===== src/pevs_pkg.sv =====
// constants and state type for the primary event status logic
package pevs_pkg;

    // register offsets on the device register port
    localparam logic [7:0] PEVS_OFF_STATUS  = 8'h41;
    localparam logic [7:0] PEVS_OFF_EN_VOLT = 8'h7E;
    localparam logic [7:0] PEVS_OFF_EN_TEMP = 8'h82;

    // reset values
    localparam logic [7:0] PEVS_RST_STATUS  = 8'h00;
    localparam logic [7:0] PEVS_RST_EN_VOLT = 8'h00;
    localparam logic [7:0] PEVS_RST_EN_TEMP = 8'h00;
    localparam logic [7:0] PEVS_RDATA_NONE  = 8'h00;
    localparam logic [4:0] PEVS_RST_ACTIVE  = 5'h00;

    // monitored channels: 0 core supply, 1 main supply, 2 remote one,
    // 3 internal sensor, 4 remote two
    localparam int unsigned PEVS_NCH = 5;

    // status bit positions
    localparam int unsigned PEVS_BIT_CORE_V  = 1;
    localparam int unsigned PEVS_BIT_MAIN_V  = 2;
    localparam int unsigned PEVS_BIT_REMOTE1 = 4;
    localparam int unsigned PEVS_BIT_INTERN  = 5;
    localparam int unsigned PEVS_BIT_REMOTE2 = 6;
    localparam int unsigned PEVS_BIT_SUMMARY = 7;

    // individual enable bit positions inside the two enable registers
    localparam int unsigned PEVS_EN_CORE_V  = 1;
    localparam int unsigned PEVS_EN_MAIN_V  = 2;
    localparam int unsigned PEVS_EN_REMOTE1 = 0;
    localparam int unsigned PEVS_EN_INTERN  = 1;
    localparam int unsigned PEVS_EN_REMOTE2 = 2;

    // channels whose readings are two's complement temperatures
    localparam logic [4:0] PEVS_TEMP_MASK = 5'h1C;

    typedef struct packed {
        logic [7:0] status;
        logic [4:0] active;
        logic [7:0] en_volt;
        logic [7:0] en_temp;
        logic [7:0] rdata;
    } pevs_state_t;

endpackage


===== src/pevs_status.sv =====
// primary event status register with sticky, clear-on-read limit flags
//
// Function
// - core supply out of window sets bit 1
// - main supply out of window sets bit 2
// - remote one temperature out of window sets bit 4
// - internal temperature out of window sets bit 5
// - remote two temperature out of window sets bit 6
// - bit 7 set when secondary status nonzero
// - bit 7 clears when secondary status empty
// - flag sets only when enabled and violated
// - flag sticks until read or disabled
// - read clears only flags no longer violating
// - register read only, writes ignored
// - disabled flag never rises
// - disabled set flag clears at next reading update
// - readings update only while monitoring runs
// - group and global enables leave flags alone
// - temperature enables live at offset 82h
// - supply enables live at offset 7Eh
// - no flag sets while monitoring stopped
`timescale 1ns/1ps

module pevs_status (
    // clock and reset
    input  wire logic                clk,
    input  wire logic                nrst,
    // register port
    input  wire logic [7:0]          reg_addr,
    input  wire logic                reg_rd,
    input  wire logic                reg_wr,
    input  wire logic [7:0]          reg_wdata,
    output logic      [7:0]          reg_rdata,
    // measurement engine
    input  wire logic                mon_start,
    input  wire logic [4:0]          reading_upd,
    input  wire logic [4:0][7:0]     reading,
    input  wire logic [4:0][7:0]     limit_low,
    input  wire logic [4:0][7:0]     limit_high,
    // secondary status register contents
    input  wire logic [7:0]          sec_status,
    // state views
    output logic      [7:0]          primary_event_status,
    output logic      [7:0]          volt_irq_enable,
    output logic      [7:0]          temp_irq_enable
);

    localparam int unsigned POS [5] = '{pevs_pkg::PEVS_BIT_CORE_V,
                                        pevs_pkg::PEVS_BIT_MAIN_V,
                                        pevs_pkg::PEVS_BIT_REMOTE1,
                                        pevs_pkg::PEVS_BIT_INTERN,
                                        pevs_pkg::PEVS_BIT_REMOTE2};
    localparam int unsigned ENP [5] = '{pevs_pkg::PEVS_EN_CORE_V,
                                        pevs_pkg::PEVS_EN_MAIN_V,
                                        pevs_pkg::PEVS_EN_REMOTE1,
                                        pevs_pkg::PEVS_EN_INTERN,
                                        pevs_pkg::PEVS_EN_REMOTE2};

    pevs_pkg::pevs_state_t q;
    pevs_pkg::pevs_state_t d;

    logic       rd_hit;
    logic [4:0] en;
    logic [4:0] viol;
    logic [4:0] upd;
    logic [4:0] set_ev;
    logic [4:0] dis_clr;
    logic [4:0] flag_d;
    logic [4:0] act_d;

    assign rd_hit = reg_rd && (reg_addr == pevs_pkg::PEVS_OFF_STATUS);

    genvar i;
    generate
        for (i = 0; i < pevs_pkg::PEVS_NCH; i++) begin : g_ch
            // supplies live in one enable register, temperatures in the other
            if (!pevs_pkg::PEVS_TEMP_MASK[i]) begin : g_v
                assign en[i] = q.en_volt[ENP[i]];
            end else begin : g_t
                assign en[i] = q.en_temp[ENP[i]];
            end
            // temperatures are signed so a forced fault reading trips the low limit
            if (pevs_pkg::PEVS_TEMP_MASK[i]) begin : g_s
                assign viol[i] = ($signed(reading[i]) <= $signed(limit_low[i]))
                               || ($signed(reading[i]) > $signed(limit_high[i]));
            end else begin : g_u
                assign viol[i] = (reading[i] <= limit_low[i])
                               || (reading[i] > limit_high[i]);
            end
            // readings only move while monitoring runs
            assign upd[i]     = reading_upd[i] && mon_start;
            assign set_ev[i]  = upd[i] && en[i] && viol[i];
            assign dis_clr[i] = upd[i] && !en[i];
            // active tracks the last evaluated violation for the read clear
            assign act_d[i] = upd[i] ? (en[i] && viol[i]) : q.active[i];
            // set wins over any clear in the same cycle
            assign flag_d[i] = set_ev[i]
                             || (q.status[POS[i]]
                                 && !(rd_hit && !q.active[i])
                                 && !dis_clr[i]);

            a_set_on_viol: assert property (@(posedge clk) disable iff (!nrst)
                set_ev[i] |=> q.status[POS[i]])
                else $error("flag not set on enabled violation");
            a_no_rise_dis: assert property (@(posedge clk) disable iff (!nrst)
                (!en[i] && !q.status[POS[i]]) |=> !q.status[POS[i]])
                else $error("disabled flag rose");
            a_no_rise_stop: assert property (@(posedge clk) disable iff (!nrst)
                (!mon_start && !q.status[POS[i]]) |=> !q.status[POS[i]])
                else $error("flag rose while monitoring stopped");
            a_disable_clear: assert property (@(posedge clk) disable iff (!nrst)
                dis_clr[i] |=> !q.status[POS[i]])
                else $error("disabled flag not cleared on update");
            a_flag_sticks: assert property (@(posedge clk) disable iff (!nrst)
                (q.status[POS[i]] && !rd_hit && !dis_clr[i]) |=> q.status[POS[i]])
                else $error("flag dropped without read or disable");
            a_read_clears: assert property (@(posedge clk) disable iff (!nrst)
                (rd_hit && !q.active[i] && !set_ev[i]) |=> !q.status[POS[i]])
                else $error("inactive flag survived read");
            a_read_keeps: assert property (@(posedge clk) disable iff (!nrst)
                (rd_hit && q.active[i] && q.status[POS[i]] && !dis_clr[i])
                |=> q.status[POS[i]])
                else $error("active flag cleared by read");
        end
    endgenerate

    always_comb begin
        d = q;
        // group and global bits are stored but never touch the flags
        if (reg_wr && (reg_addr == pevs_pkg::PEVS_OFF_EN_VOLT)) begin
            d.en_volt = reg_wdata;
        end
        if (reg_wr && (reg_addr == pevs_pkg::PEVS_OFF_EN_TEMP)) begin
            d.en_temp = reg_wdata;
        end
        // read data taken from the flags before this cycle's clear
        if (reg_rd) begin
            case (reg_addr)
                pevs_pkg::PEVS_OFF_STATUS:  d.rdata = q.status;
                pevs_pkg::PEVS_OFF_EN_VOLT: d.rdata = q.en_volt;
                pevs_pkg::PEVS_OFF_EN_TEMP: d.rdata = q.en_temp;
                default:                    d.rdata = pevs_pkg::PEVS_RDATA_NONE;
            endcase
        end
        // status has no write path at all
        d.status = pevs_pkg::PEVS_RST_STATUS;
        d.status[pevs_pkg::PEVS_BIT_SUMMARY] = |sec_status;
        for (int k = 0; k < pevs_pkg::PEVS_NCH; k++) begin
            d.status[POS[k]] = flag_d[k];
        end
        d.active = act_d;
    end

    always_ff @(posedge clk or negedge nrst) begin
        if (!nrst) begin
            q.status  <= pevs_pkg::PEVS_RST_STATUS;
            q.active  <= pevs_pkg::PEVS_RST_ACTIVE;
            q.en_volt <= pevs_pkg::PEVS_RST_EN_VOLT;
            q.en_temp <= pevs_pkg::PEVS_RST_EN_TEMP;
            q.rdata   <= pevs_pkg::PEVS_RDATA_NONE;
        end else begin
            q <= d;
        end
    end

    assign reg_rdata            = q.rdata;
    assign primary_event_status = q.status;
    assign volt_irq_enable      = q.en_volt;
    assign temp_irq_enable      = q.en_temp;

    a_summary_mirror: assert property (@(posedge clk) disable iff (!nrst)
        (|sec_status) |=> q.status[pevs_pkg::PEVS_BIT_SUMMARY])
        else $error("summary bit missed secondary status");
    a_summary_clear: assert property (@(posedge clk) disable iff (!nrst)
        !(|sec_status) |=> !q.status[pevs_pkg::PEVS_BIT_SUMMARY])
        else $error("summary bit stuck with secondary empty");
    a_read_data: assert property (@(posedge clk) disable iff (!nrst)
        rd_hit |=> (reg_rdata == $past(q.status)))
        else $error("read data not pre-clear flags");
    a_reserved_zero: assert property (@(posedge clk) disable iff (!nrst)
        (reg_wr && reg_addr == pevs_pkg::PEVS_OFF_STATUS)
        |=> !q.status[0] && !q.status[3])
        else $error("write reached reserved status bits");
    a_group_ignored: assert property (@(posedge clk) disable iff (!nrst)
        (reg_wr && reg_addr == pevs_pkg::PEVS_OFF_EN_TEMP && reading_upd == 5'h00
         && !rd_hit && (|sec_status) == q.status[pevs_pkg::PEVS_BIT_SUMMARY])
        |=> (q.status == $past(q.status)))
        else $error("enable write changed status flags");
    // a write aimed at the status address must leave every flag as it was
    a_status_write: assert property (@(posedge clk) disable iff (!nrst)
        (reg_wr && reg_addr == pevs_pkg::PEVS_OFF_STATUS && reading_upd == 5'h00
         && !rd_hit && (|sec_status) == q.status[pevs_pkg::PEVS_BIT_SUMMARY])
        |=> (q.status == $past(q.status)))
        else $error("status write changed flags");
    a_volt_write: assert property (@(posedge clk) disable iff (!nrst)
        (reg_wr && reg_addr == pevs_pkg::PEVS_OFF_EN_VOLT)
        |=> (volt_irq_enable == $past(reg_wdata)))
        else $error("supply enable write lost");
    a_temp_write: assert property (@(posedge clk) disable iff (!nrst)
        (reg_wr && reg_addr == pevs_pkg::PEVS_OFF_EN_TEMP)
        |=> (temp_irq_enable == $past(reg_wdata)))
        else $error("temperature enable write lost");
    // read data must not drift between reads, software may sample it late
    a_rdata_hold: assert property (@(posedge clk) disable iff (!nrst)
        !reg_rd |=> $stable(reg_rdata))
        else $error("read data changed without a read");

endmodule


===== config.mk =====
export PLATFORM = sky130hd
export DESIGN_NAME = pevs_status
export DESIGN_NICKNAME = d
export VERILOG_FILES = /design/src/pevs_pkg.sv /design/src/pevs_status.sv
export SDC_FILE = /design/constraint.sdc
export NUM_CORES = 1
export LEC_CHECK = 0
export BUFFER_PORTS_ARGS = -buffer_cell sky130_fd_sc_hd__buf_2
export CORE_MARGIN = 3
export CORE_UTILIZATION = 40
export DETAILED_ROUTE_END_ITERATION = 10
export GPL_TIMING_DRIVEN = 0
export PLACE_DENSITY_LB_ADDON = 0.1
export SKIP_LAST_GASP = 1
export SYNTH_ARGS = -nofsm -noshare
export SYNTH_HDL_FRONTEND = slang
export SYNTH_SLANG_ARGS = --single-unit

===== constraint.sdc =====
create_clock -name clk -period 1.7 [get_ports clk]
set_clock_uncertainty 0.1 [all_clocks]
set_input_delay 0.085 -clock clk [delete_from_list [all_inputs] [get_ports clk]]
set_output_delay 0.085 -clock clk [all_outputs]
set_load 0.005 [all_outputs]

==> qor.yml, run 1 <==
floorplanning:
  start_util_pct: 41.27
  die-area_mm2: 0.01079
  num_rows: 35
  die_width_um: 103.9
  core_area_mm2: 0.009284
  die_h_um: 103.9
  io_pins: 186
pwr:
  peakVddDrop_uv: 299.4
  p_leak_uw: 0.003060
  power_density_mw_per_mm2: 482.6
synth:
  yosys_warnings: 0
  async_flop_share_pct: 100.0
  synth_edf_count: 0
  yosysSeqAreaShare_pct: 22.86
  yosysUniqueCellTypes: 39
  synthDominantCellAreaShare_pct: 26.13
  yosysTopAreaCell: "ha_1"
  syn_area_mm2: 0.003831
  synth_seq_cells: 35
  syn-instance-count: 458
  ys.flop_type: "dfrtp_1"
  synth_area_leaders: "ha_1 26%, dfrtp_1 23%, inv_1 9.2%"
  avgSynthCellArea_um2: 8.365
sta:
  finalWorstSetupSlack_ps: 182.5
  finalCritPeriodShare_pct: 89.26
  clock.fmax_ghz: 0.6590
  fin_crit_ps: 1517
  fin_setup_tns_ps: 0
  worstMarginPinSlew_ps: 784.7
  slew_viol_final: 0
  finalHoldViolations: 0
  setup_violations: 0
  relSlewSlack_pct: 47.69
  rsz0062_at_grt: "false"
critical_path:
  endpoint_kind: "flop"
  path_max_fanout: 10
  rr_startpoint: "temp_irq_enable[2]"
  rrSetupSlack_ps: 350
  crit_end: "volt_irq_enable[5]"
  cp.required_ps: 1770
  worstPathArrival_ps: 1590
  r2r-end: "q[28]"
  criticalPathCategory: "in2reg"
  crit_start: "reg_addr[0]"
  worstRegToRegCells: 5
  startpoint_type: "input pin"
clocking:
  clock_sinks: 35
  cts_tree: "yes"
  cts_setup_buffers: 0
  root_buffer: "clkbuf_8"
  path_clk_slew_ps: 70
  max-clock-path-buffers: 2
  clock_latency_ps: 280
  ctsHtreeMaxLevel: 2
  cts_made_buffers: 5
global_routing:
  grtUsageTotal_pct: 17.57
  gr-usage-met3_pct: 3.600
  grt_use_met1_pct: 21.19
  grt_pass1_vias: 3849
  antenna_found_initial: 0
  met2_usage_pct: 31.99
  grt_pass1_wl_mm: 16.19
  gr-total-overflow: 0
  grt_max_degree: 36
  busiest_layer: "met2"
cells_and_area:
  final_common_cell: "buf_2"
  syn_to_final_growth_pct: 34.55
  num-nets-final: 895
  drive_gt1_share_pct: 37.31
  antenna_cells: 0
  final_cell_mix: "183 x buf_2, 94 x inv_1, 80 x ha_1"
  fin_cells: 791
route:
  drtPass1Iterations: 4
  routed_wl_mm: 9.700
  first_iter_violations: 87
  routedWlPerCell_um: 12.26
  ant_nets: 0
  drcViolationCount: 0
  via_count: 3807
  viasPerCell: 4.813
placement:
  gp_congestion: 0.7810
  dp.cells: 770
  place_hpwl_mm: 8.166
  io_buffer_count: 182
  dp_slack_ps: -118.2
status:
  outcome: "complete, no violations"
run:
  maxCapViolCount: 0
hold_path:
  holdPathStages: 3
  hp-class: "in2reg"
-- cell usage after synthesis (all sizes together) (7+ instances only) --
cell type and instances:
a21oi 39, inv 94, o221ai 7, o22ai 8, a22oi 8, dfrtp 35, buf 33, o21ai 19
mux2 16, nand2 22, ha 80, nor2 21, nand4 20
-- critical path: stages --
cell and delay [ps]:
buf_2 110, nand2b_4 150, nor4b_4 680, nand2_4 230, mux2_2 330
-- repair_timing --
item | 4_1_cts | 5_1_grt
resized for setup | 0 | 0
hold buffers | 13 | 0
endpoints found under the hold margin | 52 | 0
-- metrics by stage --
stage / util (%) / power (µW) / cell area [µm²] / hold slack, ps
after global routing: 55.53 / 2688 / 5155 / 32.03
final: 55.53 / 2488 / 5155 / 25.47
after global placement: 52.86 / 1700 / 4907 / 112.3
after floorplan: - / 1367 / 3835 / -310.6
after detailed placement: 52.86 / 1726 / 4907 / 110.3
after CTS: 55.53 / 2520 / 5155 / 17.92
-- worst min-delay path by stage --
stage | from | to | slack [ps]
2_1_floorplan | nrst | primary_event_status[1] | -310
3_3_place_gp | nrst | volt_irq_enable[6] | 110
3_5_place_dp | nrst | volt_irq_enable[6] | 110
4_1_cts | reading_upd[2] | q[26] | 20
5_1_grt | reading_upd[4] | q[28] | 30
6_report | reading_upd[2] | q[26] | 30
-- sequential cells by signal (all words and copies together), names as in the netlist --
register and count:
reg_rdata 8, q 5, primary_event_status 6, volt_irq_enable 8, temp_irq_enable 8
-- cell type report --
cell class	count	area (µm²)
Buffer	36	256.5
Clock buffer	6	82.58
Clock inverter	2	35.03
Fill cell	898	4129
Inverter	94	352.8
Multi-Input combinational cell	294	2350
Sequential cell	35	875.8
Tap cell	129	161.4
Timing Repair Buffer	195	1041
-- cells by family after synthesis --
| kind of cell | Yosys count | share of synthesized area [%] |
|---|---|---|
| buffers and inverters | 130 | 15.90 |
| AO/OA/AOI/OAI | 104 | 16.66 |
| AND/OR/NAND/NOR | 92 | 13.65 |
| adder cells (fa/ha/maj) | 80 | 26.13 |
| flip-flops | 35 | 22.86 |
| multiplexers | 16 | 4.703 |
| other | 1 | 0.09788 |
-- routing by layer --
| metal | routed length, µm | share of wire (%) |
|---|---|---|
| met1 | 4081 | 42 |
| met2 | 4883 | 50 |
| met3 | 594 | 6.1 |
| met4 | 141 | 1.5 |
| met5 | 0 | 0 |
-- report_power, final --
group / internal (µW) / total (µW) / switching, µW
sequential: 874 / 908 / 34.1
clock: 474 / 765 / 291
combinational: 434 / 814 / 381
(Power assumes the default switching activity.)
==> run 2: changes to the inputs <==
--- a/config.mk
+++ b/config.mk
@@ -5,10 +5,10 @@
 export SDC_FILE = /design/constraint.sdc
 export NUM_CORES = 1
 export LEC_CHECK = 0
-export BUFFER_PORTS_ARGS = -buffer_cell sky130_fd_sc_hd__buf_2
 export CORE_MARGIN = 3
 export CORE_UTILIZATION = 40
 export DETAILED_ROUTE_END_ITERATION = 10
+export DONT_BUFFER_PORTS = 1
 export GPL_TIMING_DRIVEN = 0
 export PLACE_DENSITY_LB_ADDON = 0.1
 export SKIP_LAST_GASP = 1
==> run 2 against run 1 <==
Compared with the run above: combinational power shrank 25%; register-to-register slack got worse by 20 ps; first-iteration DRC count rose by 3.4%; setup slack better by 110 ps; final cell count fell by 23%; sequential cell count stayed put; critical path depth fell by 1; global-route usage decreased by 1.1 points; clock power fell by 28%; count of clock-buffer cells in the layout is the same; non-clock buffer count decreased by 176; critical path type unchanged.
==> qor.yml, run 2 (synthesized netlist as in run 1, its figures left out) <==
cells_and_area:
  final_cell_mix: "94 x inv_1, 80 x ha_1, 39 x a21oi_1"  # was 183 x buf_2, 94 x inv_1, 80 x ha_1
  nFillCells: 957  # was 898
  num-nets-final: 719  # was 895
  fin_util_pct: 45.98  # was 55.53%
  multi_input_area_mm2: 0.002350  # unchanged
  regArea_um2: 875.8  # unchanged
  syn_to_final_growth_pct: 11.43  # was 34.55%
  antenna_cells: 0  # unchanged
  drive_gt1_share_pct: 13.02  # was 37.31%
  final_common_cell: "inv_1"  # was buf_2
  fin_cells: 613  # was 791
critical_path:
  startpoint_type: "input pin"  # unchanged
  path_max_fanout: 10  # unchanged
  rrSetupSlack_ps: 330  # was 350 ps
  endpoint_kind: "flop"  # unchanged
  rr_startpoint: "temp_irq_enable[2]"  # unchanged
  worstPathArrival_ps: 1470  # was 1590 ps
  r2r-end: "primary_event_status[6]"  # was q[28]
  worstRegToRegCells: 5  # unchanged
  criticalPathCategory: "in2reg"  # unchanged
  cp.required_ps: 1760  # was 1770 ps
status:
  outcome: "complete, no violations"  # unchanged
placement:
  dp.cells: 588  # was 770
  io_buffer_count: 0  # was 182
  place_hpwl_mm: 7.617  # was 8.166 mm
  gp_congestion: 0.8139  # was 0.7810
  dp_slack_ps: -15.52  # was -118.2 ps
global_routing:
  grtUsageTotal_pct: 16.49  # was 17.57%
  grt_pass1_wl_mm: 14.84  # was 16.19 mm
  gr-total-overflow: 0  # unchanged
  antenna_found_initial: 0  # unchanged
  grt_max_degree: 36  # unchanged
  grt_pass1_vias: 3303  # was 3849
floorplanning:
  die-area_mm2: 0.01079  # unchanged
  core_area_mm2: 0.009284  # unchanged
  die_width_um: 103.9  # unchanged
  die_h_um: 103.9  # unchanged
  num_rows: 35  # unchanged
  start_util_pct: 41.27  # unchanged
  io_pins: 186  # unchanged
pwr:
  peakVddDrop_uv: 239.7  # was 299.4 µV
  power_density_mw_per_mm2: 484.9  # was 482.6 mW/mm²
  p_leak_uw: 0.002310  # was 0.003060 µW
  report.power.total_uw: 2070  # was 2488 µW
clocking:
  path_clk_slew_ps: 70  # about the same
  cts_tree: "yes"  # unchanged
  cts_made_buffers: 5  # unchanged
  clock_sinks: 35  # unchanged
  max-clock-path-buffers: 2  # unchanged
  ctsHtreeMaxLevel: 2  # unchanged
  clock_latency_ps: 280  # about the same
  root_buffer: "clkbuf_8"  # unchanged
sta:
  finalWorstSetupSlack_ps: 288.5  # was 182.5 ps
  worstMarginPinSlew_ps: 747.3  # was 784.7 ps
  relSlewSlack_pct: 49.97  # was 47.69%
  finalHoldViolations: 0  # unchanged
  fin_crit_ps: 1412  # was 1517 ps
  finalCritPeriodShare_pct: 83.03  # was 89.26%
  rsz0062_at_grt: "false"  # unchanged
  setup_violations: 0  # unchanged
  clock.fmax_ghz: 0.7085  # was 0.6590 GHz
  slew_viol_final: 0  # unchanged
route:
  via_count: 3166  # was 3807
  drcViolationCount: 0  # unchanged
  viasPerCell: 5.165  # was 4.813
  drtPass1Iterations: 4  # unchanged
  routed_wl_mm: 9.092  # was 9.700 mm
  routedWlPerCell_um: 14.83  # was 12.26 µm
  first_iter_violations: 90  # was 87
  ant_nets: 0  # unchanged
hold_path:
  worstHoldStart: "reg_wr"  # was reading_upd[2]
  hp-class: "in2reg"  # unchanged
  holdPathStages: 2  # was 3
  hold_end: "volt_irq_enable[2]"  # was q[26]
run:
  maxCapViolCount: 0  # unchanged
==> run 2: power by group <==
part	switching, µW	internal (µW)	total, µW
combinational	305	306	611
clock	277	273	550
sequential	34.6	874	909
total	617	1450	2070
==> run 2: what timing repair did <==
action,in CTS,in global routing
gates resized for setup,0,0
endpoints found under the hold margin,62,0
buffers inserted,0,0
endpoints found under the setup margin,0,0
hold buffers,19,0
==> run 2: layout make-up <==
type	count	area share, %
plain buffers	36	6.008
clock buffers	6	1.700
inverters	94	8.265
multi-input cells	294	55.04
flip-flops and latches	35	20.52
well taps	129	3.781
repair buffers	19	4.689
==> run 2: critical path, cell delays in order <==
cell and delay, ps:
nand2b_4 140, nor4b_4 690, nand2_4 230, mux2_2 330
==> run 2: worst max path at each step <==
stage             startpoint                       to  cells after the start
5_1_grt          reg_addr[7]  primary_event_status[1]                      7
6_report         reg_addr[0]       volt_irq_enable[4]                      4
4_1_cts          reg_addr[0]       volt_irq_enable[4]                      4
3_5_place_dp     reg_addr[0]       volt_irq_enable[6]                      4
3_3_place_gp     reg_addr[0]       volt_irq_enable[7]                      4
2_1_floorplan  limit_low[10]  primary_event_status[2]                      7
==> run 2: stage by stage <==
step,area (µm²),hold slack [ps],TNS [ps]
floorplan,3835,-310.6,0
global placement,3996,-309.7,-123.7
detailed placement,3996,-309.8,-77.75
CTS,4269,25.40,0
global route,4269,36.07,0
finish,4269,27.04,0
==> run 2: per-layer routing <==
layer | global-route usage (%) | wire [µm] | vias up
li1 | - | - | 1623
met1 | 18.86 | 3835 | 1413
met2 | 29.71 | 4440 | 113
met3 | 4.531 | 593 | 17
met4 | 5.223 | 223 | 0
met5 | 0 | 0 | -
==> run 3: changes to the inputs <==
--- a/config.mk
+++ b/config.mk
@@ -5,6 +5,7 @@
 export SDC_FILE = /design/constraint.sdc
 export NUM_CORES = 1
 export LEC_CHECK = 0
+export ABC_AREA = 1
 export CORE_MARGIN = 3
 export CORE_UTILIZATION = 40
 export DETAILED_ROUTE_END_ITERATION = 10
==> constraint.sdc (replaced) <==
create_clock -name clk -period 1.25 [get_ports clk]
set_clock_uncertainty 0.1 [all_clocks]
set_input_delay 0.0625 -clock clk [delete_from_list [all_inputs] [get_ports clk]]
set_output_delay 0.0625 -clock clk [all_outputs]
set_load 0.005 [all_outputs]
==> run 3 against run 2 <==
Compared with the run above: the flow now finishes with violations (negative hold slack); cell area is 7.4% higher; first-iteration DRC count grew 46%; area after synthesis is 5.3% higher; sequential share of layout area decreased by 1.4 points; global-route usage is 0.083 points lower; via count grew 13%; sequential power rose by 38%; clock power rose by 66%; power is 51% higher; register-to-register slack got worse by 60 ps; critical path depth is 1 higher; worst hold slack worse by 51 ps; largest power group unchanged.
==> qor.yml, run 3 <==
critical_path:
  cp.required_ps: 1330  # was 1760 ps
  r2r-end: "primary_event_status[2]"  # was primary_event_status[6]
  criticalPathCategory: "in2reg"  # unchanged
  crit_start: "reg_rd"  # was reg_addr[0]
  rr_startpoint: "volt_irq_enable[2]"  # was temp_irq_enable[2]
  crit_chain: "dlygate4sd3_1 -> buf_2 -> nand2_2 -> o21bai_1 -> nand2_1"  # was nand2b_4 -> nor4b_4 -> nand2_4 -> mux2_2
  slowest_stage: "dlygate4sd3_1"  # was nor4b_4
  critPathMaxStageDelay_ps: 530  # was 690 ps
  endpoint_kind: "flop"  # unchanged
  path_max_fanout: 10  # unchanged
  worstRegToRegCells: 3  # was 5
  worstPathArrival_ps: 1210  # was 1470 ps
  rrSetupSlack_ps: 270  # was 330 ps
  startpoint_type: "input pin"  # unchanged
global_routing:
  grtUsageTotal_pct: 16.41  # was 16.49%
  grt_max_degree: 36  # unchanged
  gr-total-overflow: 0  # unchanged
  antenna_found_initial: 0  # unchanged
  grt_use_met1_pct: 20.28  # was 18.86%
  gr-usage-met3_pct: 4.068  # was 4.531%
  grt_pass1_wl_mm: 15.44  # was 14.84 mm
  busiest_layer: "met2"  # unchanged
  met2_usage_pct: 29.00  # was 29.71%
  grt_pass1_vias: 3497  # was 3303
floorplanning:
  io_pins: 186  # unchanged
  start_util_pct: 41.27  # about the same
  core_area_mm2: 0.009774  # was 0.009284 mm²
  die_width_um: 106.4  # was 103.9 µm
  num_rows: 36  # was 35
  die_h_um: 106.4  # was 103.9 µm
  die-area_mm2: 0.01133  # was 0.01079 mm²
synth:
  yosysUniqueCellTypes: 27  # was 39
  avgSynthCellArea_um2: 6.907  # was 8.365 µm²
  synth_most_common_cell: "nand2_1"  # was inv_1
  ys.flop_type: "dfrtp_1"  # unchanged
  synth_seq_cells: 35  # unchanged
  synthTopCellsByCount: "160 x nand2_1, 118 x inv_1, 80 x ha_1"  # was 94 x inv_1, 80 x ha_1, 39 x a21oi_1
  yosys_warnings: 0  # unchanged
  yosysSeqAreaShare_pct: 21.71  # was 22.86%
  synthDominantCellAreaShare_pct: 24.81  # was 26.13%
  yosysTopAreaCell: "ha_1"  # unchanged
  async_flop_share_pct: 100.0  # unchanged
  syn_area_mm2: 0.004034  # was 0.003831 mm²
  synth_edf_count: 0  # unchanged
  syn-instance-count: 584  # was 458
  synth_area_leaders: "ha_1 25%, dfrtp_1 22%, nand2_1 15%"  # was ha_1 26%, dfrtp_1 23%, inv_1 9.2%
cells_and_area:
  final_common_cell: "nand2_1"  # was inv_1
  syn_to_final_growth_pct: 13.65  # was 11.43%
  num-nets-final: 852  # was 719
  final_cell_mix: "160 x nand2_1, 118 x inv_1, 80 x ha_1"  # was 94 x inv_1, 80 x ha_1, 39 x a21oi_1
  fin_cells: 752  # was 613
  nFillCells: 1021  # was 957
  antenna_cells: 0  # unchanged
  drive_gt1_share_pct: 9.208  # was 13.02%
  final_area_mm2: 0.004584  # was 0.004269 mm²
clocking:
  clock_latency_ps: 290  # was 280 ps
  max-clock-path-buffers: 2  # unchanged
  root_buffer: "clkbuf_8"  # unchanged
  ctsHtreeMaxLevel: 2  # unchanged
  hold_buffers: 26  # was 19
  cts_made_buffers: 5  # unchanged
  cts_tree: "yes"  # unchanged
  path_clk_slew_ps: 70  # about the same
  clock_sinks: 35  # unchanged
sta:
  rsz0062_at_grt: "true"  # was false
  slew_viol_final: 0  # unchanged
  relSlewSlack_pct: 66.15  # was 49.97%
  setup_violations: 0  # unchanged
  worstMarginPinSlew_ps: 504.0  # was 747.3 ps
  finalHoldViolations: 5  # was 0
  clock.fmax_ghz: 0.8882
  holdWs_ps: -23.54  # was 27.04 ps
  fin_crit_ps: 1126
  finalCritPeriodShare_pct: 90.07
route:
  routedWlPerCell_um: 12.68  # was 14.83 µm
  routed_wl_mm: 9.532  # was 9.092 mm
  viasPerCell: 4.766  # was 5.165
  via_count: 3584  # was 3166
  ant_nets: 0  # unchanged
  drcViolationCount: 0  # unchanged
  first_iter_violations: 131  # was 90
  drtPass1Iterations: 4  # unchanged
status:
  violations: "negative hold slack"
  outcome: "finished, violations left"  # was complete, no violations
pwr:
  peakVddDrop_uv: 329.0  # was 239.7 µV
  report.power.total_uw: 3126  # was 2070 µW
  power_density_mw_per_mm2: 681.8  # was 484.9 mW/mm²
  p_leak_uw: 0.002701  # was 0.002310 µW
hold_path:
  holdPathStages: 4  # was 2
  hold_end: "temp_irq_enable[1]"  # was volt_irq_enable[2]
  worstHoldStart: "reg_addr[6]"  # was reg_wr
  hp-class: "in2reg"  # unchanged
placement:
  place_hpwl_mm: 8.052  # was 7.617 mm
  dp.cells: 718  # was 588
  gp_congestion: 0.7624  # was 0.8139
  place_area_mm2: 0.004204  # was 0.003996 mm²
  io_buffer_count: 0  # unchanged
run:
  maxCapViolCount: 0  # unchanged
run 3: cell types whose count changed after synthesis, moves of 6 or more:
cell	change
nor2_1	+20
nand4_1	-12
o221ai_1	-7
nand3_1	+18
nand2_1	+140
inv_1	+24
mux2_2	-16
nor2b_1	-6
o22ai_1	-6
o21ai_0	-8
a22oi_1	-8
run 3: cell families after synthesis:
family | after synthesis | synth area share, %
compound gates | 65 | 8.933
fa+ha+maj | 80 | 24.81
buf+inv | 155 | 17.99
flops | 35 | 21.71
mux | 3 | 0.8374
other cells | 1 | 0.09296
simple gates | 245 | 25.62
run 3: repair_timing:
| item | 4_1_cts | 5_1_grt |
|---|---|---|
| endpoints found under the hold margin | 70 | 2 |
| buffers inserted | 0 | 0 |
| resized for setup | 0 | 4 |
| setup endpoints to repair | 0 | 6 |
run 3: how the worst max path moves through the flow:
stage | slack [ps] | cells past startpoint | to
floorplan | 30 | 6 | volt_irq_enable[4]
global placement | -150 | 6 | primary_event_status[2]
detailed placement | -180 | 11 | q[26]
CTS | 110 | 5 | primary_event_status[2]
global route | -7 | 11 | primary_event_status[6]
finish | 120 | 5 | primary_event_status[2]
run 3: where the power goes:
part	internal (µW)	total [µW]	switching, µW
logic	447	964	516
clock network	503	913	410
registers	1200	1250	47.5
run 3: metal layers:
metal,wire [µm],up-vias
met2,4657,135
met4,85,0
met3,719,9
met1,4070,1555
li1,-,1885
met5,0,-
run 3: worst max-delay path, delay by kind of cell:
kind | cells | cell delay, ps
compound gates | 1 | 190
simple gates | 2 | 210
buf+inv | 2 | 740
run 3: area by class of cell:
class	instances	area [µm²]	share of cell area, %
plain buffers	36	279.0	6.086
inverters	119	446.7	9.743
multi-input cells	395	2444	53.30
well taps	133	166.4	3.630
repair buffers	26	272.8	5.950
flip-flops and latches	35	875.8	19.10
clock buffers	8	100.1	2.183
run 3: per-stage QoR:
step                      hold slack, ps  setup TNS, ps  util, %  setup slack [ps]
after floorplan                   -333.1              0        -             33.69
after global placement            -332.3          -1514    43.01            -148.3
after detailed placement          -332.5          -1761    43.01            -182.0
after CTS                         -31.86              0    46.80             105.3
after global routing              -7.497         -7.340    46.90            -7.340
final                             -23.54              0    46.90             124.1
